## config.mk

```make
export PLATFORM = sky130hd
export DESIGN_NAME = ebpt_top
export DESIGN_NICKNAME = d
export VERILOG_FILES = /design/src/pkg/ebpt_pkg.sv /design/src/logic/ebpt_sync.sv /design/src/logic/ebpt_top.sv
export VERILOG_INCLUDE_DIRS = /design/src /design/src/pkg
export SDC_FILE = /design/constraint.sdc
export NUM_CORES = 1
export LEC_CHECK = 0
export BUFFER_PORTS_ARGS = -buffer_cell sky130_fd_sc_hd__buf_2
export CAP_MARGIN = 5
export CELL_PAD_IN_SITES_DETAIL_PLACEMENT = 1
export CELL_PAD_IN_SITES_GLOBAL_PLACEMENT = 1
export CORE_AREA = 2 2 187 234
export CTS_BUF_LIST = sky130_fd_sc_hd__clkbuf_4
export CTS_CLUSTER_SIZE = 10
export DETAILED_ROUTE_END_ITERATION = 16
export DIE_AREA = 0 0 189 236
export PLACE_DENSITY = 0.73
export SLEW_MARGIN = 20
export SYNTH_ARGS = -nofsm -noshare
export SYNTH_HDL_FRONTEND = slang
export SYNTH_SLANG_ARGS = --single-unit
```

## constraint.sdc

```tcl
create_clock -name clk_sys -period 7.13 [get_ports clk_sys]
set_input_delay 0.713 -clock clk_sys [delete_from_list [all_inputs] [get_ports clk_sys]]
set_output_delay 0.713 -clock clk_sys [all_outputs]
set_load 0.02 [all_outputs]
```

## src/pkg/ebpt_defs.svh

```systemverilog
// register offsets, field positions, reset values and phase widths
`ifndef EBPT_DEFS_SVH
`define EBPT_DEFS_SVH

`define EBPT_OFF_MODE0 8'h00
`define EBPT_OFF_MODE1 8'h04
`define EBPT_OFF_ADDR 8'h08
`define EBPT_OFF_WDATA 8'h0C
`define EBPT_OFF_CTRL 8'h10
`define EBPT_OFF_STAT 8'h14

`define EBPT_M0_RDY_POL 15
`define EBPT_M0_RDY_OFF 14
`define EBPT_M0_LATCH_OFF 13
`define EBPT_M0_UPPER_OFF 12
`define EBPT_M0_STYLE 11
`define EBPT_M0_PINS_OFF 10
`define EBPT_M0_FOLLOWER 9
`define EBPT_M0_ARB_ON 8
`define EBPT_M0_SEL_HI 7
`define EBPT_M0_SEL_LO 4
`define EBPT_M0_SEG_HI 3
`define EBPT_M0_SEG_LO 0
`define EBPT_MODE0_RESET 16'h0000

`define EBPT_M1_DATA_HI_OFF 6
`define EBPT_M1_APD_HI 4
`define EBPT_M1_APD_LO 0
`define EBPT_MODE1_RESET 16'h0000
`define EBPT_MODE1_MASK 16'h005F
`define EBPT_APD_ALL_OFF 5'h1F

`define EBPT_CTRL_GO 0
`define EBPT_CTRL_WRITE 1
`define EBPT_CTRL_LO 2
`define EBPT_CTRL_HI 3
`define EBPT_STAT_BUSY 0
`define EBPT_STAT_RD_LO 16

`define EBPT_T_A_HI 1
`define EBPT_T_A_LO 0
`define EBPT_T_B 2
`define EBPT_T_C_HI 4
`define EBPT_T_C_LO 3
`define EBPT_T_D 5
`define EBPT_T_E_HI 10
`define EBPT_T_E_LO 6
`define EBPT_T_RF_HI 12
`define EBPT_T_RF_LO 11
`define EBPT_T_WF_HI 14
`define EBPT_T_WF_LO 13

`define EBPT_PH_DONE 3'h6
`define EBPT_SEL_MAX 4'h8

`endif

```

## src/pkg/ebpt_pkg.sv

```systemverilog
// types of the external bus phase sequencer
package ebpt_pkg;

    typedef enum logic [6:0] {
        EBPT_IDLE = 7'h01,
        EBPT_A = 7'h02,
        EBPT_B = 7'h04,
        EBPT_C = 7'h08,
        EBPT_D = 7'h10,
        EBPT_E = 7'h20,
        EBPT_F = 7'h40
    } ebpt_phase_t;

    typedef struct packed {
        ebpt_phase_t phase;
        logic [2:0] idx;
        logic [5:0] cnt;
        logic [15:0] mode0;
        logic [15:0] mode1;
        logic locked;
        logic [23:0] req_addr;
        logic [15:0] req_wdata;
        logic req_wr;
        logic req_lo;
        logic req_hi;
        logic go;
        logic [15:0] rdata;
        logic [2:0] cur_cs;
        logic [2:0] last_cs;
        logic [1:0] last_pha;
        logic have_last;
        logic [1:0] idle_cnt;
        logic [1:0] a_len;
        logic [14:0] tim;
        logic split;
        logic mux;
        logic rdy_en;
        logic ref_d;
        logic [7:0] sel_mask;
        logic [7:0] seg_mask;
        logic wb_ack;
        logic [31:0] wb_dat;
        logic ale;
        logic ale_oe;
        logic rd_n;
        logic ctl_oe;
        logic lo_n;
        logic hi_n;
        logic hi_oe;
        logic [23:0] addr_out;
        logic addr_lo_oe;
        logic [7:0] addr_seg_oe;
        logic [15:0] ad_out;
        logic ad_lo_oe;
        logic ad_hi_oe;
        logic [7:0] cs_n;
        logic [7:0] cs_oe;
        logic grant_oe;
        logic claim_oe;
    } ebpt_state_t;

    typedef struct packed {
        logic [17:0] s1;
        logic [17:0] s2;
    } ebpt_sync_t;

endpackage

```

## src/logic/ebpt_sync.sv

```systemverilog
// two flip-flop synchroniser for pin inputs
`timescale 1ns/1ps
module ebpt_sync #(
    parameter int W = 18
) (
    input wire logic clk_sys,
    input wire logic srst,
    input wire logic [W-1:0] d,
    output logic [W-1:0] q
);
    ebpt_pkg::ebpt_sync_t r;
    ebpt_pkg::ebpt_sync_t n;

    // first stage feeds only the second stage
    always_comb begin
        n = r;
        n.s1 = '0;
        n.s1[W-1:0] = d;
        n.s2 = r.s1;
    end

    always_ff @(posedge clk_sys) begin
        if (srst) begin
            r <= '0;
        end else begin
            r <= n;
        end
    end

    assign q = r.s2[W-1:0];
endmodule

```

## src/logic/ebpt_top.sv

```systemverilog
// external bus phase sequencer with mode registers and wishbone slave
//
// The Wishbone slave port and the register addresses were left to the implementer.
`timescale 1ns/1ps
`include "ebpt_defs.svh"

// Summary of operation
// - reads and writes, multiplexed or demultiplexed
// - general strobe: upper enable and bit 0
// - split style: per-byte strobes, bit 0 free
// - turnaround phase only when chip select changes
// - turnaround length from the finished select
// - turnaround drives next address and latch
// - idle clocks shorten the turnaround phase
// - latch phase 1-2 clocks, address out
// - delay phase 0-3 clocks, latch low
// - data phase: release address, drive write data
// - command phase 1-32, capture read last
// - ready stretches command phase until asserted
// - hold phase 0-3, separate read/write length
// - select 0 takes all unclaimed accesses
// - init lock blocks configuration writes
// - bit 15 sets ready polarity
// - pin off bits release their pins; upper off releases the high strobe only in general strobe style
// - strobe style bit, latched per access
// - arbitration pins enable and follower mode
// - select pin count enables pins cumulatively
// - segment pin count enables A16 upward
// - upper data and address pin release
// - the phase sequencer steps on rising reference clock edges
module ebpt_top (
    input wire logic clk_sys,
    input wire logic srst,
    input wire logic wb_cyc_i,
    input wire logic wb_stb_i,
    input wire logic wb_we_i,
    input wire logic [7:0] wb_adr_i,
    input wire logic [3:0] wb_sel_i,
    input wire logic [31:0] wb_dat_i,
    output logic [31:0] wb_dat_o,
    output logic wb_ack_o,
    input wire logic init_lock_instruction,
    input wire logic [7:1] win_hit,
    input wire logic [7:0][14:0] cs_timing,
    input wire logic [7:0][1:0] cs_bus_type,
    input wire logic [7:0] cs_ready_en,
    input wire logic ref_clk,
    input wire logic ready_in,
    input wire logic [15:0] ad_in,
    output logic [15:0] ad_out,
    output logic ad_lo_oe,
    output logic ad_hi_oe,
    output logic [23:0] addr_out,
    output logic addr_lo_oe,
    output logic [7:0] addr_seg_oe,
    output logic ale,
    output logic ale_oe,
    output logic rd_n,
    output logic ctl_oe,
    output logic low_byte_store_strobe_n,
    output logic high_byte_store_strobe_n,
    output logic high_strobe_oe,
    output logic [7:0] cs_n,
    output logic [7:0] cs_oe,
    output logic bus_grant_ack_n,
    output logic bus_grant_ack_oe,
    output logic bus_claim_n,
    output logic bus_claim_oe,
    output logic follower_mode
);
    ebpt_pkg::ebpt_state_t r;
    ebpt_pkg::ebpt_state_t n;
    logic [17:0] sync_q;
    logic ref_s;
    logic ready_s;
    logic [15:0] ad_s;
    logic tick;
    logic wr_hit;
    logic rdy_act;
    logic [2:0] new_cs;
    logic [5:0] len;
    logic a0;
    logic in_e;
    logic in_abc;

    ebpt_sync #(.W(18)) u_sync (
        .clk_sys(clk_sys),
        .srst(srst),
        .d({ref_clk, ready_in, ad_in}),
        .q(sync_q)
    );
    assign ref_s = sync_q[17];
    assign ready_s = sync_q[16];
    assign ad_s = sync_q[15:0];
    assign tick = ref_s & ~r.ref_d;

    // --------------------------------------------------------------
    // helpers
    // --------------------------------------------------------------
    function automatic logic [5:0] ebpt_len(input logic [2:0] i,
        input logic [14:0] t, input logic wr, input logic [1:0] a);
        logic [5:0] l;
        l = 6'h00;
        unique case (i)
            3'h0: l = {4'h0, a};
            3'h1: l = {5'h00, t[`EBPT_T_B]} + 6'h01;
            3'h2: l = {4'h0, t[`EBPT_T_C_HI:`EBPT_T_C_LO]};
            3'h3: l = {5'h00, t[`EBPT_T_D]};
            3'h4: l = {1'b0, t[`EBPT_T_E_HI:`EBPT_T_E_LO]} + 6'h01;
            3'h5: begin
                l = wr ? {4'h0, t[`EBPT_T_WF_HI:`EBPT_T_WF_LO]}
                       : {4'h0, t[`EBPT_T_RF_HI:`EBPT_T_RF_LO]};
            end
            default: l = 6'h00;
        endcase
        return l;
    endfunction

    // first phase at or after from with a nonzero length
    function automatic logic [2:0] ebpt_next(input logic [2:0] from,
        input logic [14:0] t, input logic wr, input logic [1:0] a);
        logic [2:0] res;
        res = `EBPT_PH_DONE;
        for (int i = 5; i >= 0; i--) begin
            if (3'(i) >= from && ebpt_len(3'(i), t, wr, a) != 6'h00) begin
                res = 3'(i);
            end
        end
        return res;
    endfunction

    function automatic ebpt_pkg::ebpt_phase_t ebpt_ph(input logic [2:0] i);
        ebpt_pkg::ebpt_phase_t p;
        unique case (i)
            3'h0: p = ebpt_pkg::EBPT_A;
            3'h1: p = ebpt_pkg::EBPT_B;
            3'h2: p = ebpt_pkg::EBPT_C;
            3'h3: p = ebpt_pkg::EBPT_D;
            3'h4: p = ebpt_pkg::EBPT_E;
            3'h5: p = ebpt_pkg::EBPT_F;
            default: p = ebpt_pkg::EBPT_IDLE;
        endcase
        return p;
    endfunction

    function automatic logic [7:0] ebpt_cnt_mask(input logic [3:0] c);
        return 8'hFF >> (`EBPT_SEL_MAX - c);
    endfunction

    function automatic logic [15:0] ebpt_merge(input logic [15:0] old,
        input logic [15:0] d, input logic [1:0] sel);
        return {sel[1] ? d[15:8] : old[15:8], sel[0] ? d[7:0] : old[7:0]};
    endfunction

    // lowest claiming window wins, none falls to select 0
    function automatic logic [2:0] ebpt_pick(input logic [7:1] hit);
        logic [2:0] c;
        c = 3'h0;
        for (int i = 7; i >= 1; i--) begin
            if (hit[i]) begin
                c = 3'(i);
            end
        end
        return c;
    endfunction

    // --------------------------------------------------------------
    // next state
    // --------------------------------------------------------------
    always_comb begin
        n = r;
        wr_hit = 1'b0;
        rdy_act = 1'b0;
        new_cs = 3'h0;
        len = 6'h00;
        a0 = 1'b0;
        in_e = 1'b0;
        in_abc = 1'b0;
        n.ref_d = ref_s;
        n.wb_ack = wb_cyc_i & wb_stb_i & ~r.wb_ack;
        n.wb_dat = 32'h0000_0000;
        if (n.wb_ack && !wb_we_i) begin
            unique case (wb_adr_i)
                `EBPT_OFF_MODE0: n.wb_dat = {16'h0000, r.mode0};
                `EBPT_OFF_MODE1: n.wb_dat = {16'h0000, r.mode1};
                `EBPT_OFF_ADDR: n.wb_dat = {8'h00, r.req_addr};
                `EBPT_OFF_WDATA: n.wb_dat = {16'h0000, r.req_wdata};
                `EBPT_OFF_CTRL: n.wb_dat = {28'h000_0000, r.req_hi,
                    r.req_lo, r.req_wr, r.go};
                `EBPT_OFF_STAT: n.wb_dat = {r.rdata, 15'h0000,
                    r.go | (r.phase != ebpt_pkg::EBPT_IDLE)};
                default: n.wb_dat = 32'h0000_0000;
            endcase
        end
        wr_hit = n.wb_ack & wb_we_i;
        if (init_lock_instruction) begin
            n.locked = 1'b1;
        end
        if (wr_hit && !r.locked) begin
            if (wb_adr_i == `EBPT_OFF_MODE0) begin
                n.mode0 = ebpt_merge(r.mode0, wb_dat_i[15:0], wb_sel_i[1:0]);
            end
            if (wb_adr_i == `EBPT_OFF_MODE1) begin
                n.mode1 = ebpt_merge(r.mode1, wb_dat_i[15:0], wb_sel_i[1:0])
                    & `EBPT_MODE1_MASK;
            end
        end
        // request registers are frozen while an access is pending
        if (wr_hit && r.phase == ebpt_pkg::EBPT_IDLE && !r.go) begin
            if (wb_adr_i == `EBPT_OFF_ADDR) begin
                n.req_addr = {wb_sel_i[2] ? wb_dat_i[23:16] : r.req_addr[23:16],
                    ebpt_merge(r.req_addr[15:0], wb_dat_i[15:0],
                    wb_sel_i[1:0])};
            end
            if (wb_adr_i == `EBPT_OFF_WDATA) begin
                n.req_wdata = ebpt_merge(r.req_wdata, wb_dat_i[15:0],
                    wb_sel_i[1:0]);
            end
            if (wb_adr_i == `EBPT_OFF_CTRL && wb_sel_i[0]) begin
                n.go = wb_dat_i[`EBPT_CTRL_GO];
                n.req_wr = wb_dat_i[`EBPT_CTRL_WRITE];
                n.req_lo = wb_dat_i[`EBPT_CTRL_LO];
                n.req_hi = wb_dat_i[`EBPT_CTRL_HI];
            end
        end
        // reserved counts keep the previous pin set
        if (r.mode0[`EBPT_M0_SEL_HI:`EBPT_M0_SEL_LO] <= `EBPT_SEL_MAX) begin
            n.sel_mask = ebpt_cnt_mask(
                r.mode0[`EBPT_M0_SEL_HI:`EBPT_M0_SEL_LO]);
        end
        if (r.mode0[`EBPT_M0_SEG_HI:`EBPT_M0_SEG_LO] <= `EBPT_SEL_MAX) begin
            n.seg_mask = ebpt_cnt_mask(
                r.mode0[`EBPT_M0_SEG_HI:`EBPT_M0_SEG_LO]);
        end
        rdy_act = r.mode0[`EBPT_M0_RDY_POL] ? ready_s : ~ready_s;

        // --------------------------------------------------------------
        // phase sequencer, one step per rising reference clock edge
        // --------------------------------------------------------------
        if (tick) begin
            if (r.phase == ebpt_pkg::EBPT_IDLE) begin
                if (r.go) begin
                    new_cs = ebpt_pick(win_hit);
                    n.go = 1'b0;
                    n.cur_cs = new_cs;
                    n.tim = cs_timing[new_cs];
                    n.mux = cs_bus_type[new_cs][0];
                    n.rdy_en = cs_ready_en[new_cs]
                        & ~r.mode0[`EBPT_M0_RDY_OFF];
                    n.split = r.mode0[`EBPT_M0_STYLE];
                    n.a_len = 2'h0;
                    if (r.have_last && new_cs != r.last_cs) begin
                        n.a_len = (r.last_pha > r.idle_cnt) ?
                            r.last_pha - r.idle_cnt : 2'h0;
                    end
                    n.idx = ebpt_next(3'h0, n.tim, r.req_wr, n.a_len);
                    len = ebpt_len(n.idx, n.tim, r.req_wr, n.a_len);
                    n.cnt = len - 6'h01;
                    n.phase = ebpt_ph(n.idx);
                end else if (r.idle_cnt != 2'h3) begin
                    n.idle_cnt = r.idle_cnt + 2'h1;
                end
            end else if (r.cnt != 6'h00) begin
                n.cnt = r.cnt - 6'h01;
            end else if (r.phase == ebpt_pkg::EBPT_E && r.rdy_en && !rdy_act)
            begin
                n.cnt = 6'h00;
            end else begin
                if (r.phase == ebpt_pkg::EBPT_E && !r.req_wr) begin
                    n.rdata = ad_s;
                end
                n.idx = ebpt_next(r.idx + 3'h1, r.tim, r.req_wr, r.a_len);
                len = ebpt_len(n.idx, r.tim, r.req_wr, r.a_len);
                n.cnt = len - 6'h01;
                n.phase = ebpt_ph(n.idx);
                if (n.idx == `EBPT_PH_DONE) begin
                    n.cnt = 6'h00;
                    n.last_cs = r.cur_cs;
                    n.last_pha = r.tim[`EBPT_T_A_HI:`EBPT_T_A_LO];
                    n.have_last = 1'b1;
                    n.idle_cnt = 2'h0;
                end
            end
        end

        // --------------------------------------------------------------
        // pins, computed from the next state so they leave a flop
        // --------------------------------------------------------------
        in_e = n.phase == ebpt_pkg::EBPT_E;
        in_abc = n.phase == ebpt_pkg::EBPT_A || n.phase == ebpt_pkg::EBPT_B
            || n.phase == ebpt_pkg::EBPT_C;
        a0 = n.split ? n.req_addr[0] : (n.req_hi & ~n.req_lo);
        n.addr_out = {n.req_addr[23:1], a0};
        n.ale = n.phase == ebpt_pkg::EBPT_A || n.phase == ebpt_pkg::EBPT_B;
        n.rd_n = ~(in_e & ~n.req_wr);
        if (n.split) begin
            n.lo_n = ~(in_e & n.req_wr & n.req_lo);
            n.hi_n = ~(in_e & n.req_wr & n.req_hi);
        end else begin
            n.lo_n = ~(in_e & n.req_wr);
            n.hi_n = ~(n.req_hi & (n.phase != ebpt_pkg::EBPT_IDLE));
        end
        n.ad_out = (n.mux && in_abc) ? n.addr_out[15:0] : n.req_wdata;
        n.ad_lo_oe = ~r.mode0[`EBPT_M0_PINS_OFF] & ((n.mux & in_abc)
            | (n.req_wr & (n.phase == ebpt_pkg::EBPT_D || in_e
            || n.phase == ebpt_pkg::EBPT_F)));
        n.ad_hi_oe = n.ad_lo_oe & ~r.mode1[`EBPT_M1_DATA_HI_OFF];
        n.addr_lo_oe = ~r.mode0[`EBPT_M0_PINS_OFF] & (r.mode1[`EBPT_M1_APD_HI:
            `EBPT_M1_APD_LO] != `EBPT_APD_ALL_OFF);
        n.cs_n = 8'hFF;
        if (n.phase != ebpt_pkg::EBPT_IDLE) begin
            n.cs_n[n.cur_cs] = 1'b0;
        end
        // pin release
        n.ale_oe = ~r.mode0[`EBPT_M0_PINS_OFF] & ~r.mode0[`EBPT_M0_LATCH_OFF];
        n.ctl_oe = ~r.mode0[`EBPT_M0_PINS_OFF];
        n.hi_oe = ~r.mode0[`EBPT_M0_PINS_OFF]
            & (n.split | ~r.mode0[`EBPT_M0_UPPER_OFF]);
        n.addr_seg_oe = r.mode0[`EBPT_M0_PINS_OFF] ? 8'h00 : n.seg_mask;
        n.cs_oe = r.mode0[`EBPT_M0_PINS_OFF] ? 8'h00 : n.sel_mask;
        n.claim_oe = r.mode0[`EBPT_M0_ARB_ON];
        n.grant_oe = r.mode0[`EBPT_M0_ARB_ON] & ~r.mode0[`EBPT_M0_FOLLOWER];
    end

    always_ff @(posedge clk_sys) begin
        if (srst) begin
            r <= '0;
            r.phase <= ebpt_pkg::EBPT_IDLE;
            r.mode0 <= `EBPT_MODE0_RESET;
            r.mode1 <= `EBPT_MODE1_RESET;
            r.rd_n <= 1'b1;
            r.lo_n <= 1'b1;
            r.hi_n <= 1'b1;
            r.cs_n <= 8'hFF;
        end else begin
            r <= n;
        end
    end

    assign wb_dat_o = r.wb_dat;
    assign wb_ack_o = r.wb_ack;
    assign ad_out = r.ad_out;
    assign ad_lo_oe = r.ad_lo_oe;
    assign ad_hi_oe = r.ad_hi_oe;
    assign addr_out = r.addr_out;
    assign addr_lo_oe = r.addr_lo_oe;
    assign addr_seg_oe = r.addr_seg_oe;
    assign ale = r.ale;
    assign ale_oe = r.ale_oe;
    assign rd_n = r.rd_n;
    assign ctl_oe = r.ctl_oe;
    assign low_byte_store_strobe_n = r.lo_n;
    assign high_byte_store_strobe_n = r.hi_n;
    assign high_strobe_oe = r.hi_oe;
    assign cs_n = r.cs_n;
    assign cs_oe = r.cs_oe;
    assign bus_grant_ack_n = 1'b1;
    assign bus_grant_ack_oe = r.grant_oe;
    assign bus_claim_n = 1'b1;
    assign bus_claim_oe = r.claim_oe;
    assign follower_mode = r.mode0[`EBPT_M0_FOLLOWER];

    // --------------------------------------------------------------
    // checks
    // --------------------------------------------------------------
    a_cmd_in_e: assert property (@(posedge clk_sys) disable iff (srst)
        (!r.rd_n || !r.lo_n) |-> r.phase == ebpt_pkg::EBPT_E)
        else $error("command strobe outside command phase");
    a_latch_ab: assert property (@(posedge clk_sys) disable iff (srst)
        r.ale == (r.phase == ebpt_pkg::EBPT_A || r.phase == ebpt_pkg::EBPT_B))
        else $error("latch strobe does not match phase");
    a_lock_holds: assert property (@(posedge clk_sys) disable iff (srst)
        (r.locked && wr_hit && wb_adr_i == `EBPT_OFF_MODE0) |=>
        $stable(r.mode0))
        else $error("mode register written after lock");
    a_a0_hi_only: assert property (@(posedge clk_sys) disable iff (srst)
        (r.phase == ebpt_pkg::EBPT_E && !r.split && r.req_hi && !r.req_lo)
        |-> r.addr_out[0] && !r.hi_n)
        else $error("high byte access lacks bit 0 or upper enable");
    a_split_hi: assert property (@(posedge clk_sys) disable iff (srst)
        (r.split && !r.hi_n) |-> r.req_hi && r.req_wr)
        else $error("high store strobe without high byte write");
    a_mux_release: assert property (@(posedge clk_sys) disable iff (srst)
        (r.mux && !r.req_wr && r.phase == ebpt_pkg::EBPT_D) |-> !r.ad_lo_oe)
        else $error("address still driven in release phase");
    a_ready_stall: assert property (@(posedge clk_sys) disable iff (srst)
        (tick && r.phase == ebpt_pkg::EBPT_E && r.cnt == 6'h00 && r.rdy_en
        && !rdy_act) |=> r.phase == ebpt_pkg::EBPT_E)
        else $error("command phase ended without ready");
    a_no_turn: assert property (@(posedge clk_sys) disable iff (srst)
        (tick && r.phase == ebpt_pkg::EBPT_IDLE && r.go
        && ebpt_pick(win_hit) == r.last_cs) |=> r.phase != ebpt_pkg::EBPT_A)
        else $error("turnaround inserted for the same select");
    a_wb_ack: assert property (@(posedge clk_sys) disable iff (srst)
        (wb_cyc_i && wb_stb_i && !r.wb_ack) |=> r.wb_ack ##1 !r.wb_ack)
        else $error("bus answer not a single cycle");
endmodule

```

==> run_results.csv, run 1 <==
group,metric,value,unit
floorplanning,die_y,236,µm
routing,drc,0,
routing,first_pass_iters,4,
run_status,outcome,"finished, final reports clean",
routing,ant_nets,0,
sta,grt_setup_unrepaired,"no",
setup_path,cp.required,7.71,ns
sta,period_share,58.6,%
routing,routed_via_density,4.89,
clock_network,clk_path_buf_depth,3,
sta,setup_viol_count_final,0,
logic_synthesis,yosysSeqAreaShare,42.8,%
sta,clock_skew,0.0443,ns
power_and_ir_drop,p_clk_share,42.7,%
sta,min_period,4.18,ns
setup_path,reg2reg_slack,2.95,ns
setup_path,startpoint_type,"flop",
placed_design,gp_congestion,0.873,
placed_design,dpl.cell_count,2214,
logic_synthesis,postSynthAreaPerCell,8.35,µm²
setup_path,cp-startpoint,"r[256]",
clock_network,cts_setup_buffers,0,
logic_synthesis,muxShareOfSynthArea,8.20,%
global_route,grt_pass1_vias,12029,
logic_synthesis,synth_compound_area_share,12.4,%
final_layout,num-nets-final,1957,
logic_synthesis,yosysUniqueCellTypes,84,
sta,hold_viol,0,
logic_synthesis,synth-edff-count,0,
setup_path,cp_max_fo,16,
logic_synthesis,synth_cells,1505,
final_layout,fin_cells,2336,
run,maxCapViolations,0,
routing,via_count,11428,
floorplanning,core_area,42600,µm²
logic_synthesis,synth.cell_area,12600,µm²
power_and_ir_drop,pwr-share-seq,50.3,%
power_and_ir_drop,p_per_area,204,nW/µm²
clock_network,holdBufCountCts,0,
logic_synthesis,async_flop_share,0,%
power_and_ir_drop,power_switching,765,µW
logic_synthesis,synthXorXnorAreaFrac,0.697,%
clock_network,clkSinkCount,269,
logic_synthesis,synthAdderAreaFrac,1.85,%
final_layout,area_growth,17.4,%
floorplanning,die-width,189,µm
global_route,grt_overflow,0,
placed_design,place_ws,3.00,ns
worst_hold_path,min_path_type,"in -> reg",
sta,worst_slew_pin_slew,0.936,ns
clock_network,cts_tree,"built",
placed_design,hpwl,30700,µm
sta,max_freq,239,MHz
routing,first_iter_violations,365,
clock_network,clk_pin_slew,0.07,ns
logic_synthesis,synth-main-ff-cell,"dfxtp_1",
power_and_ir_drop,swShare,25.3,%
floorplanning,fp-row-count,85,
final_layout,fillerInstances,5243,
floorplanning,start_util,29.5,%
logic_synthesis,synthSimpleGateAreaFrac,24.5,%
logic_synthesis,yosys_warnings,0,
power_and_ir_drop,ir_worst_vdd,0.000114,V
placed_design,portBuffers,311,
setup_path,end_kind,"flop",
clock_network,cts_resized,0,
worst_hold_path,hold_path.startpoint,"ad_in[1]",
power_and_ir_drop,comb_power_share,7.0,%
clock_network,root_buffer,"clkbuf_4",
global_route,grtUsageTotal,17.9,%
logic_synthesis,synth_top_family_by_area,"simple AND/OR/NAND/NOR gates",
logic_synthesis,synth-seq-cells,269,
clock_network,clk_latency,0.74,ns
routing,avgRoutedWirePerCell,17.4,µm
global_route,grt_max_degree,83,
sta,whs,0.182,ns
sta,finalSetupTns,0,ns
setup_path,r2r-start,"r[256]",
global_route,antenna_found_initial,5,
clock_network,h-tree-depth,3,
floorplanning,ioPinCount,331,
power_and_ir_drop,internal-power,2.25,mW
setup_path,cp.arrival,4.76,ns
floorplanning,dieArea,44600,µm²
clock_network,cts_made_buffers,69,
global_route,grt_pass1_wl,63300,µm
final_layout,drive_above_1_share,26.7,%
setup_path,crit_type,"reg -> reg",
power_and_ir_drop,p_leak,6.31,nW
sta,max-slew-margin-rel,37.6,%
sta,slew_viol_final,0,
sta,setup_slack,2.95,ns
routing,wl,40700,µm
power groups by stage:
stage          Sequential [mW]  Clock [mW]  Combinational, mW
6_report                  1.52        1.29              0.211
5_1_grt                   1.52        1.43              0.231
4_1_cts                   1.52        1.35              0.212
3_5_place_dp              1.55           0              0.212
3_3_place_gp              1.55           0              0.209
2_1_floorplan             1.55           0              0.105
sequential cells by signal, summed over array words and instances (netlist names), 8 cells and up:
name / flops
u_sync.q: 18
cs_n: 8
cs_oe: 8
wb_dat_o: 32
ad_out: 16
r: 145
u_sync.n: 18
addr_seg_oe: 8
per-stage QoR:
| step | total power [mW] | instance area (µm²) | util (%) |
|---|---|---|---|
| 6_report | 3.02 | 14800 | 34.6 |
| 5_1_grt | 3.18 | 14800 | 34.6 |
| 4_1_cts | 3.08 | 14700 | 34.5 |
| 3_5_place_dp | 1.76 | 13900 | 32.6 |
| 3_3_place_gp | 1.76 | 13900 | 32.6 |
| 2_1_floorplan | 1.66 | 12600 | - |
synth_stat cells (all sizes together), types with 3 or more instances:
cell type | number | area (µm²)
a211oi | 6 | 45.0
a21boi | 4 | 30.0
a21o | 4 | 30.0
a21oi | 89 | 445
a22oi | 23 | 173
a311oi | 32 | 280
a31oi | 8 | 65.1
a32o | 4 | 41.3
and2 | 18 | 113
and3 | 26 | 163
buf | 115 | 825
clkbuf | 66 | 248
dfxtp | 269 | 5390
ha | 17 | 213
inv | 32 | 120
mux2 | 20 | 263
mux2i | 71 | 723
nand2 | 264 | 998
nand2b | 6 | 37.5
nand3 | 51 | 260
nand4 | 5 | 31.3
nand4bb | 3 | 33.8
nor2 | 163 | 614
nor2b | 51 | 319
nor3 | 46 | 235
nor3b | 4 | 35.0
nor4 | 5 | 43.8
o21a | 3 | 22.5
o21ai | 25 | 125
o221ai | 3 | 26.3
o22ai | 6 | 37.5
o31ai | 3 | 22.5
or2 | 7 | 43.8
or3 | 8 | 55.1
xnor2 | 4 | 35.0
xor2 | 6 | 52.6
logic make-up (layout without fill, tap and decap cells):
logic type / count (synthesis) / after routing
compound gates: 233 / 233
xor+xnor: 10 / 10
fa+ha+maj: 18 / 18
buf+inv: 213 / 469
flops: 269 / 269
mux: 93 / 93
other cells: 1 / 11
simple gates: 668 / 668
cells in the final DEF (no fill, tap or decap), types with 16 or more instances in the layout:
cell,synthesis,final
nor2b_1,51,51
dfxtp_1,269,269
clkbuf_4,0,95
a22oi_1,23,23
a311oi_1,32,32
ha_1,17,17
nor3_1,45,44
nand3_1,50,50
and2_1,16,16
nand2_1,263,263
buf_2,5,310
and3_1,26,26
inv_1,32,32
o21ai_0,23,23
mux2i_1,70,70
nor2_1,162,160
a21oi_1,89,88
final cells by class:
type / instances / area (µm²) / area share [%]
clock buffers: 95 / 713 / 4.83
repair buffers: 324 / 1660 / 11.2
diodes: 9 / 22.5 / 0.153
clock inverters: 18 / 124 / 0.839
well taps: 565 / 707 / 4.79
multi-input cells: 1024 / 6030 / 40.8
inverters: 32 / 120 / 0.814
flip-flops and latches: 269 / 5390 / 36.5
worst paths after layout:
kind,to,cells past startpoint
max,ad_out[5],10
min,u_sync.n[1],2
max reg2reg,ad_out[5],10
min reg2reg,u_sync.q[9],1
per-layer routing:
metal	global-route usage (%)	vias to the layer above	share of wire, %
met3	4.26	86	6.4
met4	9.64	2	4.1
met2	32.3	403	50
li1	-	5519	-
met1	19.2	5418	39
met5	0	-	0.032
worst max-delay path, stage by stage, from the launching register on:
cell,delay (ns)
dfxtp_1,0.47
ha_1,0.38
a21o_1,0.28
a21oi_1,0.27
nand2_1,0.08
o2bb2ai_1,0.75
nor2_2,0.15
a22oi_1,0.57
nor3b_2,0.39
nand2_4,0.28
mux2_1,0.39
(Power assumes the default switching activity.)
==> inputs of run 2 (changes only) <==
==> constraint.sdc (replaced) <==
create_clock -name clk_sys -period 4 [get_ports clk_sys]
set_input_delay 0.4 -clock clk_sys [delete_from_list [all_inputs] [get_ports clk_sys]]
set_output_delay 0.4 -clock clk_sys [all_outputs]
set_load 0.02 [all_outputs]
==> run 2 against run 1 <==
Compared with the run above: combinational power up 100%; largest power group unchanged; fmax grew 14%; total power rose by 84%; design area is 3.8% higher; highest routed layer is now met4; wire length grew 6.7%; critical endpoint is now ad_out[3]; first-iteration DRC count grew 11%; sequential power is 78% higher.
==> run_results.csv, run 2 (same netlist as run 1, synthesis figures left out) <==
group,metric,value,unit
sta,setup_viol_count_final,0,
floorplanning,start_util,29.5,%
sta,max-slew-margin-rel,37.4,%
floorplanning,fp-row-count,85,
global_route,antenna_found_initial,1,
floorplanning,die-width,189,µm
clock_network,cts_made_buffers,71,
routing,drc,0,
placed_design,dpl_cell_area,14000,µm²
global_route,grt_max_degree,88,
setup_path,cp.arrival,4.29,ns
final_layout,top_register,"r",
worst_hold_path,holdPathStages,5,
sta,slew_viol_final,0,
final_layout,largest_reg_flops,145,
setup_path,crit_chain,"ha_1 > xor2_1 > a21oi_1 > a31o_2 > o2bb2ai_1 > buf_4 > a32o_1 > or2b_1 > nor3b_2 > nand2_4 > mux2_1",
setup_path,end_kind,"flop",
final_layout,drive_above_1_share,26.3,%
power_and_ir_drop,p_leak,6.57,nW
setup_path,crit_type,"reg -> reg",
floorplanning,die_y,236,µm
floorplanning,dieArea,44600,µm²
setup_path,cp-startpoint,"r[256]",
placed_design,portBuffers,311,
setup_path,reg2reg_slack,0.32,ns
sta,finalSetupTns,0,ns
setup_path,startpoint_type,"flop",
worst_hold_path,min_path_type,"in -> reg",
setup_path,cp.required,4.61,ns
setup_path,r2r-end,"ad_out[3]",
final_layout,stdcell_area,15300,µm²
final_layout,area_growth,21.9,%
routing,first_pass_iters,5,
placed_design,gp_congestion,0.870,
sta,clock_skew,0.0408,ns
routing,avgRoutedWirePerCell,18.1,µm
floorplanning,ioPinCount,331,
final_layout,final_common_cell,"buf_2",
power_and_ir_drop,p_per_area,362,nW/µm²
final_layout,mostFrequentLayoutCells,"310 x buf_2, 269 x dfxtp_1, 263 x nand2_1",
setup_path,r2r-start,"r[256]",
clock_network,clkSinkCount,269,
floorplanning,core_area,42600,µm²
clock_network,clk_latency,0.75,ns
sta,whs,0.119,ns
sta,max_freq,272,MHz
setup_path,reg2reg_depth,11,
clock_network,clk_path_buf_depth,3,
run,maxCapViolations,0,
routing,wl,43400,µm
final_layout,final_core_util,35.9,%
routing,routed_via_density,4.93,
clock_network,h-tree-depth,3,
run_status,outcome,"finished, final reports clean",
routing,first_iter_violations,405,
global_route,grtUsageTotal,19.1,%
worst_hold_path,worstHoldEndpoint,"r[129]",
sta,hold_viol,0,
routing,ant_nets,0,
routing,via_count,11824,
sta,grt_setup_unrepaired,"no",
worst_hold_path,hold_path.startpoint,"cs_timing[30]",
clock_network,root_buffer,"clkbuf_4",
sta,worst_slew_pin_slew,0.932,ns
final_layout,num-nets-final,2014,
setup_path,cp_max_fo,16,
power_and_ir_drop,ir_worst_vdd,0.000160,V
global_route,grt_pass1_vias,12671,
placed_design,hpwl,31300,µm
sta,min_period,3.68,ns
clock_network,cts_tree,"built",
sta,period_share,91.9,%
setup_path,max_stage_delay,0.45,ns
setup_path,crit_path_top_delay_cell,"dfxtp_1",
clock_network,clk_pin_slew,0.07,ns
global_route,grt_pass1_wl,67200,µm
global_route,grt_overflow,0,
run 2: worst max path at each step:
stage                       endpoint  slack (ns)
after global routing       ad_out[0]        0.07
after detailed placement   ad_out[3]        0.40
after CTS                  ad_out[3]        0.36
final                      ad_out[3]        0.32
after global placement     ad_out[3]        0.53
after floorplan           ad_out[10]        0.83
run 2: layout make-up:
cell class,count,area [µm²]
clock buffer,97,728
fill,5254,27300
sequential,269,5390
timing repair buffer,379,2190
antenna,3,7.51
tap,565,707
inverter,32,120
clock inverter,27,158
multi-input combinational,1024,6020
run 2: per-layer routing:
layer / share of wire [%] / routed length (µm) / track usage, % / vias up
li1: - / - / - / 5643
met1: 39 / 16800 / 20.3 / 5641
met2: 50 / 21700 / 34.5 / 434
met3: 6.4 / 2780 / 4.18 / 106
met4: 4.8 / 2090 / 10.9 / 0
met5: 0 / 0 / 0 / -
run 2: worst max-delay path: cells and delay by family, from the launching register on:
family	cells	cell delay [ns]
AO/OA/AOI/OAI	4	0.93
XOR/XNOR	1	0.45
adder cells (fa/ha/maj)	1	0.24
buffers and inverters	1	0.20
flip-flops	1	0.45
multiplexers	1	0.40
AND/OR/NAND/NOR	3	0.86
run 2: timing repair:
action | 4_1_cts | 5_1_grt
endpoints found under the hold margin | 95 | 0
resized for setup | 0 | 0
hold buffers | 47 | 0
buffers inserted | 0 | 0
run 2: report_power, final:
group          internal, mW  switching (mW)
Clock                  1.20            1.21
Sequential             2.70         0.00698
Combinational         0.177           0.245
run 2: through the flow:
step,power (mW),std cells,setup WS (ns)
3_5_place_dp,3.15,2222,0.398
3_3_place_gp,3.14,2222,0.527
5_1_grt,5.83,2394,0.0717
4_1_cts,5.64,2393,0.358
6_report,5.54,2396,0.324
2_1_floorplan,2.95,1506,0.833
==> inputs of run 3 (changes only) <==
--- a/config.mk
+++ b/config.mk
@@ -8,14 +8,13 @@
 export LEC_CHECK = 0
 export BUFFER_PORTS_ARGS = -buffer_cell sky130_fd_sc_hd__buf_2
 export CAP_MARGIN = 5
-export CELL_PAD_IN_SITES_DETAIL_PLACEMENT = 1
-export CELL_PAD_IN_SITES_GLOBAL_PLACEMENT = 1
 export CORE_AREA = 2 2 187 234
-export CTS_BUF_LIST = sky130_fd_sc_hd__clkbuf_4
+export CTS_BUF_LIST = sky130_fd_sc_hd__clkbuf_8
 export CTS_CLUSTER_SIZE = 10
 export DETAILED_ROUTE_END_ITERATION = 16
 export DIE_AREA = 0 0 189 236
-export PLACE_DENSITY = 0.73
+export PLACE_DENSITY = 0.59
+export SETUP_SLACK_MARGIN = 0.05
 export SLEW_MARGIN = 20
 export SYNTH_ARGS = -nofsm -noshare
 export SYNTH_HDL_FRONTEND = slang
==> run 3 against run 2 <==
Compared with the run above: global-route usage down 3.0 points; sequential share of layout area up 0.82 points; combinational power down 11%; fmax up 5.3%; total power up 2.2%; design area down 2.3%; via count down 6.5%; non-clock buffer count down 42; worst setup slack better by 0.19 ns; register-to-register slack better by 0.19 ns; sequential power about the same; critical path type unchanged; critical endpoint is now ad_out[0]; largest power group unchanged; highest routed layer unchanged.
==> run_results.csv, run 3 (same netlist as run 1, synthesis figures left out) <==
group,metric,value,unit
setup_path,max_stage_delay,0.49,ns
floorplanning,die_y,236,µm
global_route,grtUsageTotal,16.1,%
routing,ant_nets,0,
run,maxCapViolations,0,
clock_network,cts_resized,0,
routing,drc,0,
routing,via_count,11059,
setup_path,cp.required,4.44,ns
final_layout,top_register,"r",
clock_network,h-tree-depth,2,
sta,setup_viol_count_final,0,
global_route,grt_pass1_vias,10778,
global_route,grt_overflow,0,
routing,avgRoutedWirePerCell,16.2,µm
setup_path,end_kind,"flop",
sta,max-slew-margin-rel,38.5,%
final_layout,drive_above_1_share,25.5,%
power_and_ir_drop,ir_worst_vdd,0.000176,V
power_and_ir_drop,p_leak,6.41,nW
sta,slew_viol_final,0,
floorplanning,ioPinCount,331,
placed_design,portBuffers,311,
sta,worst_slew_pin_slew,0.921,ns
setup_path,crit_type,"reg -> reg",
sta,hold_viol,0,
setup_path,cp.arrival,3.93,ns
power_and_ir_drop,p_per_area,378,nW/µm²
routing,routed_via_density,4.80,
global_route,antenna_found_initial,2,
final_layout,num-nets-final,1946,
clock_network,clkSinkCount,269,
final_layout,mostFrequentLayoutCells,"310 x buf_2, 269 x dfxtp_1, 263 x nand2_1",
sta,period_share,87.3,%
global_route,grt_max_degree,142,
routing,first_pass_iters,5,
sta,max_freq,286,MHz
routing,wl,37300,µm
run_status,outcome,"finished, final reports clean",
placed_design,hpwl,27900,µm
floorplanning,core_area,42600,µm²
final_layout,fillerInstances,4484,
placed_design,gp_congestion,0.888,
floorplanning,die-width,189,µm
final_layout,final_common_cell,"buf_2",
sta,min_period,3.49,ns
setup_path,crit_path_top_delay_cell,"o2bb2ai_1",
clock_network,clk_pin_slew,0.06,ns
worst_hold_path,holdPathStages,2,
global_route,grt_pass1_wl,57200,µm
routing,first_iter_violations,474,
sta,finalSetupTns,0,ns
clock_network,cts_made_buffers,45,
clock_network,cts_tree,"built",
sta,setup_slack,0.509,ns
worst_hold_path,min_path_type,"in -> reg",
setup_path,reg2reg_depth,11,
clock_network,clk_path_buf_depth,3,
final_layout,area_growth,19.1,%
clock_network,clk_latency,0.57,ns
setup_path,crit_top_cell,"buf_4",
sta,grt_setup_unrepaired,"no",
clock_network,root_buffer,"clkbuf_8",
final_layout,largest_reg_flops,145,
setup_path,crit_chain,"ha_1 > buf_4 > o32ai_1 > nand2_1 > o2bb2ai_1 > buf_4 > a32o_1 > or2b_1 > nor3b_2 > nand2_4 > mux2_1",
floorplanning,dieArea,44600,µm²
setup_path,startpoint_type,"flop",
floorplanning,start_util,29.5,%
setup_path,cp_max_fo,16,
placed_design,place_ws,0.509,ns
sta,whs,0.0583,ns
floorplanning,fp-row-count,85,
sta,clock_skew,0.0247,ns
[run 3: cell count changes in the layout (fill, tap and decap cells not counted), moves of 3 or more]
cell,change
clkbuf_4,-97
dlygate4sd3_1,-43
clkinv_2,+6
inv_1,+9
clkbuf_8,+53
clkinv_1,-18
bufinv_16,+3
[run 3: metal layers]
| metal | part of all wire (%) | GRT usage, % |
|---|---|---|
| met3 | 6.9 | 3.23 |
| met2 | 49 | 28.1 |
| met1 | 40 | 19.1 |
| met4 | 4.1 | 7.24 |
| met5 | 0 | 0 |
[run 3: final timing paths]
check	start	to	slack, ns
min	ad_in[9]	u_sync.n[9]	0.06
max reg2reg	r[256]	ad_out[0]	0.51
max	r[256]	ad_out[0]	0.51
min reg2reg	u_sync.n[9]	u_sync.q[9]	0.43
[run 3: what timing repair did]
item	CTS	global route
endpoints found under the setup margin	0	0
buffers inserted	0	0
hold buffers	4	0
hold endpoints to repair	4	0
[run 3: power breakdown]
part / internal [mW] / switching, mW
clock: 1.47 / 1.12
combinational: 0.150 / 0.224
sequential: 2.70 / 0.00594
[run 3: area by class of cell]
class                   instances  area [µm²]  area share, %
repair buffers                337        1780           11.9
inverters                      32         120          0.802
clock inverters                24         220           1.47
well taps                     565         707           4.72
multi-input cells            1024        6020           40.2
clock buffers                  53         729           4.87
diodes                          2        5.00         0.0334
flip-flops and latches        269        5390           36.0
[run 3: worst max-delay path, delay by kind of cell, from the launching register on]
kind	cells	cell delay (ns)
AO/OA/AOI/OAI	3	1.15
adder cells (fa/ha/maj)	1	0.29
buffers and inverters	2	0.42
flip-flops	1	0.46
multiplexers	1	0.36
AND/OR/NAND/NOR	4	0.66
[run 3: metrics by stage]
stage / instance area, µm² / total power [mW] / utilization, % / instances
floorplan: 12600 / 2.95 / - / 1506
global placement: 14000 / 3.13 / 32.8 / 2223
detailed placement: 14000 / 3.14 / 32.8 / 2223
CTS: 15000 / 5.76 / 35.1 / 2304
global route: 15000 / 5.90 / 35.1 / 2306
finish: 15000 / 5.66 / 35.1 / 2306
